===== src/pkg/tcmo_pkg.sv =====
// Package for the timer compare output block: offsets, fields, modes
package tcmo_pkg;

  localparam logic [7:0] TCMO_OFF_CTRL    = 8'h00;
  localparam logic [7:0] TCMO_OFF_COUNT   = 8'h04;
  localparam logic [7:0] TCMO_OFF_CMPA    = 8'h08;
  localparam logic [7:0] TCMO_OFF_FLAGS   = 8'h0c;
  localparam logic [7:0] TCMO_OFF_STROBE  = 8'h10;
  localparam logic [7:0] TCMO_OFF_STATUS  = 8'h14;

  // Control register field positions
  localparam int TCMO_CTRL_WGM_LSB  = 0;
  localparam int TCMO_CTRL_COM_LSB  = 4;
  localparam int TCMO_CTRL_DIR_BIT  = 6;
  localparam int TCMO_CTRL_PORT_BIT = 7;
  localparam int TCMO_CTRL_TICK_BIT = 8;
  localparam int TCMO_CTRL_OC_BIT   = 9;
  // Flag register fields
  localparam int TCMO_FLG_OVF_BIT   = 0;
  localparam int TCMO_FLG_MATCH_BIT = 1;
  // Strobe register field
  localparam int TCMO_STB_FORCE_BIT = 0;

  localparam logic [7:0] TCMO_MAX    = 8'hff;
  localparam logic [7:0] TCMO_BOTTOM = 8'h00;
  localparam logic [2:0] TCMO_RST_WGM = 3'h0;
  localparam logic [1:0] TCMO_RST_COM = 2'h0;

  typedef enum logic [2:0] {
    TCMO_NORMAL   = 3'b000,
    TCMO_PCPWM    = 3'b001,
    TCMO_CLR_MATCH = 3'b010,
    TCMO_FPWM     = 3'b011,
    TCMO_RSV4     = 3'b100,
    TCMO_PCPWM_A  = 3'b101,
    TCMO_RSV6     = 3'b110,
    TCMO_FPWM_A   = 3'b111
  } tcmo_mode_t;

  typedef enum logic [1:0] {
    TCMO_ACT_NONE   = 2'b00,
    TCMO_ACT_TOGGLE = 2'b01,
    TCMO_ACT_CLEAR  = 2'b10,
    TCMO_ACT_SET    = 2'b11
  } tcmo_act_t;

  // Pin outputs travel together
  typedef struct packed {
    logic pin_out;
    logic pin_oe;
  } tcmo_pin_t;

endpackage


===== src/design/tcmo_timer.sv =====
// Timer compare output stage with normal, clear-on-match and fast PWM
`timescale 1ns/1ns

// Behaviour
// - Nonzero action select overrides port output value
// - Pin direction bit alone gates the driver
// - Override ignores waveform mode
// - Compare output register presettable before driver enable
// - Action zero leaves compare output unchanged
// - New action applies from next match
// - Force strobe applies action in non-PWM
// - Only waveform mode steers counting
// - Normal mode increments and wraps at max
// - Normal overflow flag set when count zeroes
// - Count writable any time in normal
// - Clear-on-match clears count at compare A
// - Unbuffered compare A may miss, wrap first
// - Clear-on-match action one toggles output
// - Clear-on-match overflow at max to zero
// - Fast PWM counts zero to top, restarts
// - Fast PWM clears on tick after top
// - Fast PWM two clears on match, sets bottom
// - Fast PWM overflow flag set at top
// - Fast PWM extreme compare values special
// - Fast PWM action one toggles on match in TCMO_FPWM_A only
// - Fast PWM compare value double buffered
// - Match sets match flag next tick
// - Count write blocks next tick match
// - Count write beats clear and count
module tcmo_timer (
  input  wire logic        pclk,
  input  wire logic        presetn,
  input  wire logic        psel,
  input  wire logic        penable,
  input  wire logic        pwrite,
  input  wire logic [7:0]  paddr,
  input  wire logic [31:0] pwdata,
  output logic      [31:0] prdata,
  output logic             pready,
  output logic             pslverr,
  input  wire logic        timer_tick,
  output logic             compare_pin_out,
  output logic             compare_pin_oe
);

  logic                    wr_en;
  logic                    rd_en;
  logic                    tick_s1_ff;
  logic                    tick_s2_ff;
  logic                    tick;
  logic [2:0]              waveform_mode_select_ff;
  logic [1:0]              output_action_select_a_ff;
  logic                    compare_pin_direction_ff;
  logic                    port_value_ff;
  logic [7:0]              count_value_ff;
  logic [7:0]              nxt_count;
  logic [7:0]              compare_value_a_ff;
  logic [7:0]              compare_buf_ff;
  logic                    overflow_flag_ff;
  logic                    match_flag_a_ff;
  logic                    compare_output_a_ff;
  logic                    block_ff;
  logic                    cnt_wr;
  logic                    force_wr;
  logic                    match;
  logic                    is_pwm;
  logic                    at_top;
  logic [7:0]              top;
  tcmo_pkg::tcmo_pin_t     pin_ff;

  assign wr_en  = psel && penable && pwrite;
  assign rd_en  = psel && penable && !pwrite;
  assign cnt_wr = wr_en && (paddr == tcmo_pkg::TCMO_OFF_COUNT);
  assign force_wr = wr_en && (paddr == tcmo_pkg::TCMO_OFF_STROBE) &&
                    pwdata[tcmo_pkg::TCMO_STB_FORCE_BIT];

  // Tick arrives from a prescaler outside this domain
  always_ff @(posedge pclk or negedge presetn) begin
    if (!presetn) begin
      tick_s1_ff <= 1'b0;
      tick_s2_ff <= 1'b0;
    end else begin
      tick_s1_ff <= timer_tick;
      tick_s2_ff <= tick_s1_ff;
    end
  end
  assign tick = tick_s2_ff;

  function automatic logic mode_is_pwm(input logic [2:0] m);
    mode_is_pwm = (m == tcmo_pkg::TCMO_FPWM) || (m == tcmo_pkg::TCMO_FPWM_A);
  endfunction

  // Compare value in use; PWM loads it from the buffered copy at top
  assign is_pwm = mode_is_pwm(waveform_mode_select_ff);
  assign top    = (waveform_mode_select_ff == tcmo_pkg::TCMO_FPWM) ?
                  tcmo_pkg::TCMO_MAX : compare_value_a_ff;
  assign match  = (count_value_ff == compare_value_a_ff) && !block_ff;

  always_comb begin
    nxt_count = count_value_ff + 8'h01;
    at_top = 1'b0;
    unique case (waveform_mode_select_ff)
      tcmo_pkg::TCMO_CLR_MATCH: begin
        // Missed match simply wraps through max
        if (count_value_ff == compare_value_a_ff) begin
          nxt_count = tcmo_pkg::TCMO_BOTTOM;
        end
      end
      tcmo_pkg::TCMO_FPWM, tcmo_pkg::TCMO_FPWM_A: begin
        at_top = (count_value_ff == top);
        if (at_top) begin
          nxt_count = tcmo_pkg::TCMO_BOTTOM;
        end
      end
      default: begin
        nxt_count = count_value_ff + 8'h01;
      end
    endcase
  end

  // Control register
  always_ff @(posedge pclk or negedge presetn) begin
    if (!presetn) begin
      waveform_mode_select_ff   <= tcmo_pkg::TCMO_RST_WGM;
      output_action_select_a_ff <= tcmo_pkg::TCMO_RST_COM;
      compare_pin_direction_ff  <= 1'b0;
      port_value_ff             <= 1'b0;
    end else if (wr_en && (paddr == tcmo_pkg::TCMO_OFF_CTRL)) begin
      waveform_mode_select_ff   <=
        pwdata[tcmo_pkg::TCMO_CTRL_WGM_LSB +: 3];
      output_action_select_a_ff <=
        pwdata[tcmo_pkg::TCMO_CTRL_COM_LSB +: 2];
      compare_pin_direction_ff  <= pwdata[tcmo_pkg::TCMO_CTRL_DIR_BIT];
      port_value_ff             <= pwdata[tcmo_pkg::TCMO_CTRL_PORT_BIT];
    end
  end

  // Counter; software write beats hardware
  always_ff @(posedge pclk or negedge presetn) begin
    if (!presetn) begin
      count_value_ff <= 8'h00;
    end else if (cnt_wr) begin
      count_value_ff <= pwdata[7:0];
    end else if (tick) begin
      count_value_ff <= nxt_count;
    end
  end

  // Match block lasts through the next tick, timer running or not
  always_ff @(posedge pclk or negedge presetn) begin
    if (!presetn) begin
      block_ff <= 1'b0;
    end else if (cnt_wr) begin
      block_ff <= 1'b1;
    end else if (tick) begin
      block_ff <= 1'b0;
    end
  end

  // Compare buffer; PWM loads the active copy at top
  always_ff @(posedge pclk or negedge presetn) begin
    if (!presetn) begin
      compare_buf_ff     <= 8'h00;
      compare_value_a_ff <= 8'h00;
    end else begin
      if (wr_en && (paddr == tcmo_pkg::TCMO_OFF_CMPA)) begin
        compare_buf_ff <= pwdata[7:0];
      end
      if (wr_en && (paddr == tcmo_pkg::TCMO_OFF_CMPA) && !is_pwm) begin
        compare_value_a_ff <= pwdata[7:0];
      end else if (is_pwm && tick && at_top) begin
        compare_value_a_ff <= compare_buf_ff;
      end
    end
  end

  // Flags: set wins over a software clear-by-one
  always_ff @(posedge pclk or negedge presetn) begin
    if (!presetn) begin
      overflow_flag_ff <= 1'b0;
      match_flag_a_ff  <= 1'b0;
    end else begin
      if (tick && !cnt_wr && (is_pwm ? at_top :
          count_value_ff == tcmo_pkg::TCMO_MAX)) begin
        overflow_flag_ff <= 1'b1;
      end else if (wr_en && (paddr == tcmo_pkg::TCMO_OFF_FLAGS) &&
                   pwdata[tcmo_pkg::TCMO_FLG_OVF_BIT]) begin
        overflow_flag_ff <= 1'b0;
      end
      if (tick && match) begin
        match_flag_a_ff <= 1'b1;
      end else if (wr_en && (paddr == tcmo_pkg::TCMO_OFF_FLAGS) &&
                   pwdata[tcmo_pkg::TCMO_FLG_MATCH_BIT]) begin
        match_flag_a_ff <= 1'b0;
      end
    end
  end

  // Compare output register
  always_ff @(posedge pclk or negedge presetn) begin
    if (!presetn) begin
      compare_output_a_ff <= 1'b0;
    end else if (force_wr && !is_pwm) begin
      unique case (output_action_select_a_ff)
        tcmo_pkg::TCMO_ACT_TOGGLE: begin
          compare_output_a_ff <= !compare_output_a_ff;
        end
        tcmo_pkg::TCMO_ACT_CLEAR:  compare_output_a_ff <= 1'b0;
        tcmo_pkg::TCMO_ACT_SET:    compare_output_a_ff <= 1'b1;
        tcmo_pkg::TCMO_ACT_NONE:   compare_output_a_ff <= compare_output_a_ff;
      endcase
    end else if (tick && is_pwm) begin
      // With action 2 or 3, match at top is ignored; bottom action alone decides
      if (output_action_select_a_ff[1] && at_top) begin
        compare_output_a_ff <= !output_action_select_a_ff[0];
      end else if (output_action_select_a_ff[1] && match) begin
        compare_output_a_ff <= output_action_select_a_ff[0];
      end else if (output_action_select_a_ff ==
                   tcmo_pkg::TCMO_ACT_TOGGLE && match &&
                   waveform_mode_select_ff[2]) begin
        compare_output_a_ff <= !compare_output_a_ff;
      end
    end else if (tick && match) begin
      unique case (output_action_select_a_ff)
        tcmo_pkg::TCMO_ACT_TOGGLE: begin
          compare_output_a_ff <= !compare_output_a_ff;
        end
        tcmo_pkg::TCMO_ACT_CLEAR:  compare_output_a_ff <= 1'b0;
        tcmo_pkg::TCMO_ACT_SET:    compare_output_a_ff <= 1'b1;
        tcmo_pkg::TCMO_ACT_NONE: begin
          compare_output_a_ff <= compare_output_a_ff;
        end
      endcase
    end
  end

  // Pin: override by action select only, driver by direction only
  always_ff @(posedge pclk or negedge presetn) begin
    if (!presetn) begin
      pin_ff <= '0;
    end else begin
      pin_ff.pin_out <= (output_action_select_a_ff != 2'b00) ?
                        compare_output_a_ff : port_value_ff;
      pin_ff.pin_oe  <= compare_pin_direction_ff;
    end
  end
  assign compare_pin_out = pin_ff.pin_out;
  assign compare_pin_oe  = pin_ff.pin_oe;

  // APB: zero wait states, unmapped reads zero with error
  always_ff @(posedge pclk or negedge presetn) begin
    if (!presetn) begin
      prdata  <= 32'h0000_0000;
      pready  <= 1'b0;
      pslverr <= 1'b0;
    end else begin
      pready  <= psel && !penable;
      pslverr <= psel && !penable && !(paddr inside {
        tcmo_pkg::TCMO_OFF_CTRL, tcmo_pkg::TCMO_OFF_COUNT,
        tcmo_pkg::TCMO_OFF_CMPA, tcmo_pkg::TCMO_OFF_FLAGS,
        tcmo_pkg::TCMO_OFF_STROBE, tcmo_pkg::TCMO_OFF_STATUS});
      prdata  <= 32'h0000_0000;
      if (psel && !penable && !pwrite) begin
        unique case (paddr)
          tcmo_pkg::TCMO_OFF_CTRL: prdata <= {22'h0, compare_output_a_ff,
            tick, port_value_ff, compare_pin_direction_ff,
            output_action_select_a_ff, 1'b0, waveform_mode_select_ff};
          tcmo_pkg::TCMO_OFF_COUNT:  prdata <= {24'h0, count_value_ff};
          tcmo_pkg::TCMO_OFF_CMPA:   prdata <= {24'h0, compare_buf_ff};
          tcmo_pkg::TCMO_OFF_FLAGS:  prdata <= {30'h0, match_flag_a_ff,
                                               overflow_flag_ff};
          tcmo_pkg::TCMO_OFF_STATUS: prdata <= {24'h0, compare_value_a_ff};
          default:                   prdata <= 32'h0000_0000;
        endcase
      end
    end
  end

  // Unused read strobe kept for clarity of decode
  logic unused_rd;
  assign unused_rd = rd_en;
endmodule


===== config.mk =====
export PLATFORM = sky130hd
export DESIGN_NAME = tcmo_timer
export DESIGN_NICKNAME = d
export VERILOG_FILES = /design/src/pkg/tcmo_pkg.sv /design/src/design/tcmo_timer.sv
export SDC_FILE = /design/constraint.sdc
export NUM_CORES = 1
export LEC_CHECK = 0
export BUFFER_PORTS_ARGS = -buffer_cell sky130_fd_sc_hd__buf_2
export CAP_MARGIN = 20
export CORE_MARGIN = 2
export CORE_UTILIZATION = 52
export CTS_BUF_LIST = sky130_fd_sc_hd__clkbuf_4 sky130_fd_sc_hd__clkbuf_8 sky130_fd_sc_hd__clkbuf_16
export DETAILED_ROUTE_END_ITERATION = 8
export PLACE_DENSITY = 0.81
export SYNTH_ARGS = -nofsm -noshare
export SYNTH_HDL_FRONTEND = slang
export SYNTH_SLANG_ARGS = --single-unit

===== constraint.sdc =====
create_clock -name pclk -period 2.5 [get_ports pclk]
set_clock_uncertainty 0.2 [all_clocks]
set_input_delay 0.125 -clock pclk [delete_from_list [all_inputs] [get_ports pclk]]
set_output_delay 0.125 -clock pclk [all_outputs]
set_load 0.01 [all_outputs]

==> flow_metrics.env <==
export IMPL_drtAntennaViolNets=0
export IMPL_htree_num_levels=2
export IMPL_clock_latency_ns=0.31
export IMPL_p_leak_uw=0.00164
export IMPL_postSynth_asyncResetShare_pct=100
export IMPL_placed_cell_area_um2=3100
export IMPL_synth_area_leaders="dfrtp_1, buf_4, mux2_2, nor2_1, a22oi_1"
export IMPL_internal_power_uw=1300
export IMPL_fin_nets=397
export IMPL_crit_arrival_ns=2.39
export IMPL_drt_wirelength_per_cell_um=16.3
export IMPL_cts_buffer_depth=2
export IMPL_grt_max_degree=28
export IMPL_worstMarginPinSlew_ns=0.707
export IMPL_cts_tree="done"
export IMPL_cap_violations=0
export IMPL_die_h_um=78.6
export IMPL_cts_buffers=5
export IMPL_start_util_pct=53.1
export IMPL_rows=27
export IMPL_n_fill_cell=454
export IMPL_worstHoldPathType="input port to asynchronous set/reset pin"
export IMPL_min_period_ns=2.35
export IMPL_whs_ns=0.156
export IMPL_grt_pass1_wl_um=11200
export IMPL_sw_frac_of_total_pct=33.8
export IMPL_combinationalPowerShare_pct=24.3
export IMPL_min_period_over_period_pct=94.0
export IMPL_start_kind="flop"
export IMPL_power_density_nw_per_um2=582
export IMPL_cts_sinks=51
export IMPL_hold_viol=0
export IMPL_finalSetupTns_ns=0
export IMPL_seq_area_um2=1280
export IMPL_synth_area_per_cell_um2=9.80
export IMPL_multi_input_area_um2=1410
export IMPL_synth_edf_count=0
export IMPL_wl_um=6890
export IMPL_drcViolationCount=0
export IMPL_grt_usage_pct=23.2
export IMPL_synthesis_area_um2=2890
export IMPL_setup_violations=0
export IMPL_synth_top_area_share_pct=44.2
export IMPL_crit_type="flop to flop"
export IMPL_final_area_um2=3360
export IMPL_yosys_warnings=0
export IMPL_max_vdd_ir_drop_mv=0.357
export IMPL_firstDrtPassIters=5
export IMPL_cp_end_kind="flop"
export IMPL_status="complete, no violations"
export IMPL_drt_iter0_markers=247
export IMPL_rsz0062_at_grt="no"
export IMPL_critPathMaxFanout=10
export IMPL_synthToLayoutAreaGrowth_pct=16.3
export IMPL_post_route_util_pct=61.8
export IMPL_die_area_um2=6170
export IMPL_synth_top_area_cell="dfrtp_1"
export IMPL_seqPwrFrac_pct=50.8
export IMPL_antenna_found_initial=0
export IMPL_drive_gt1_share_pct=24.5
export IMPL_ys_seq_area_share_pct=44.2
export IMPL_grt_overflow_total=0
export IMPL_place_congestion=0.914
export IMPL_synth_distinct_cells=57
export IMPL_n_antenna_cell=0
export IMPL_synth_seq_cells=51
export IMPL_ys_top_cells_by_count="dfrtp_1, nor2_1, buf_4"
export IMPL_post_place_ws_ns=0.215
export IMPL_dr_total_vias=2482
export IMPL_ios=82
export IMPL_avgViaCountPerCell=5.87
export IMPL_slew_headroom_pct=52.6
export IMPL_ys_flop_type="dfrtp_1"
export IMPL_io_buffers=35
export IMPL_synthMostInstantiatedCell="dfrtp_1"
export IMPL_grt_pass1_vias=2290
export IMPL_p_switching_uw=661
export IMPL_crit_required_ns=2.54
export IMPL_coreArea_um2=5440
export IMPL_clkPwrFrac_pct=24.9
export IMPL_dp_hpwl_um=4760
export IMPL_final_setup_worst_slack_ns=0.149
export IMPL_die_w_um=78.6
export IMPL_root_buffer="clkbuf_8"
export IMPL_syn_inst=295
export IMPL_slew_viol_final=0
export IMPL_max_freq_mhz=425
export IMPL_clkSlewWorstSetupHoldPaths_ns=0.10
## cell families (layout without fill, tap and decap cells)
| logic type | Yosys count | in the layout | synth area share, % |
|---|---|---|---|
| multiplexers | 21 | 21 | 7.88 |
| adder cells (fa/ha/maj) | 1 | 1 | 0.433 |
| XOR/XNOR | 2 | 2 | 0.606 |
| flip-flops | 51 | 51 | 44.2 |
| buffers and inverters | 51 | 86 | 10.0 |
| AO/OA/AOI/OAI | 72 | 72 | 17.7 |
| AND/OR/NAND/NOR | 96 | 96 | 19.0 |
| other | 1 | 22 | 0.130 |
## power by group through the flow
| stage | clock network, uW | registers [uW] | logic, uW |
|---|---|---|---|
| 2_1_floorplan | 0 | 953 | 364 |
| 3_3_place_gp | 0 | 999 | 410 |
| 3_5_place_dp | 0 | 1000 | 424 |
| 4_1_cts | 498 | 987 | 455 |
| 5_1_grt | 531 | 1000 | 530 |
| 6_report | 487 | 994 | 476 |
## through the flow
stage                     power (uW)  std cells
after global placement          1410        399
after floorplan                 1320        316
after global routing            2060        423
final                           1960        423
after detailed placement        1430        399
after CTS                       1940        423
## path summary, 6_finish.rpt
path	cells after the start	from	to	slack (ns)
setup / recovery	7	count_value_ff[4]	compare_output_a_ff	0.15
hold / removal	2	presetn	tick_s1_ff	0.16
setup reg to reg	7	count_value_ff[4]	compare_output_a_ff	0.15
hold reg to reg	0	tick_s1_ff	tick	0.16
max in group asynchronous	3	presetn	output_action_select_a_ff[1]	1.39
min in group pclk	0	tick_s1_ff	tick	0.16
## flip-flops by register name, summed over array words and instances (netlist names), 2 cells and up
signal / cells
count_value_ff: 8
compare_buf_ff: 8
waveform_mode_select_ff: 3
compare_value_a_ff: 8
output_action_select_a_ff: 2
prdata: 10
## per-layer routing
layer  GRT usage, %  up-vias  routed length (um)
met2           38.5      132                3380
li1               -     1152                   -
met1           30.2     1172                2820
met4           10.2        0                 240
met5              0        -                   0
met3           3.33       26                 452
## layout make-up
type,count,share of cell area (%)
well taps,72,2.68
clock buffers,5,2.05
clock inverters,3,0.707
flip-flops and latches,51,38.0
multi-input cells,214,41.9
inverters,15,1.67
repair buffers,63,13.0
## critical path, cell delays in order (launching register included)
cell and delay, ns:
dfrtp_1 0.51, inv_1 0.12, a22o_1 0.27, nor4_2 0.33, buf_4 0.18, o21ai_2 0.14, a2111o_1 0.45, nand4_1 0.09
## cells in the final DEF, fill, tap and decap left out, drive strengths merged, types with 3 or more instances in the layout
master / netlist / routed
dfrtp: 51 / 51
buf: 31 / 47
nor2: 26 / 26
conb: 1 / 22
nand2: 18 / 18
dlygate4sd3: 0 / 16
inv: 15 / 16
a21oi: 14 / 14
mux2: 14 / 14
nand3: 11 / 11
a22oi: 10 / 10
a31oi: 10 / 10
o21ai: 8 / 8
nor3: 8 / 8
mux2i: 7 / 7
nand4: 7 / 7
o211ai: 7 / 7
and3: 6 / 6
clkbuf: 5 / 5
nand2b: 4 / 4
and4b: 3 / 3
a222oi: 3 / 3
a22o: 3 / 3
and2: 3 / 3
nor4: 3 / 3
## timing repair
action,in CTS,in global routing
gates resized for setup,0,1
buffers inserted,0,0
hold buffers,16,0
endpoints found under the hold margin,61,0
setup endpoints to repair,0,7
(Power assumes the default switching activity.)
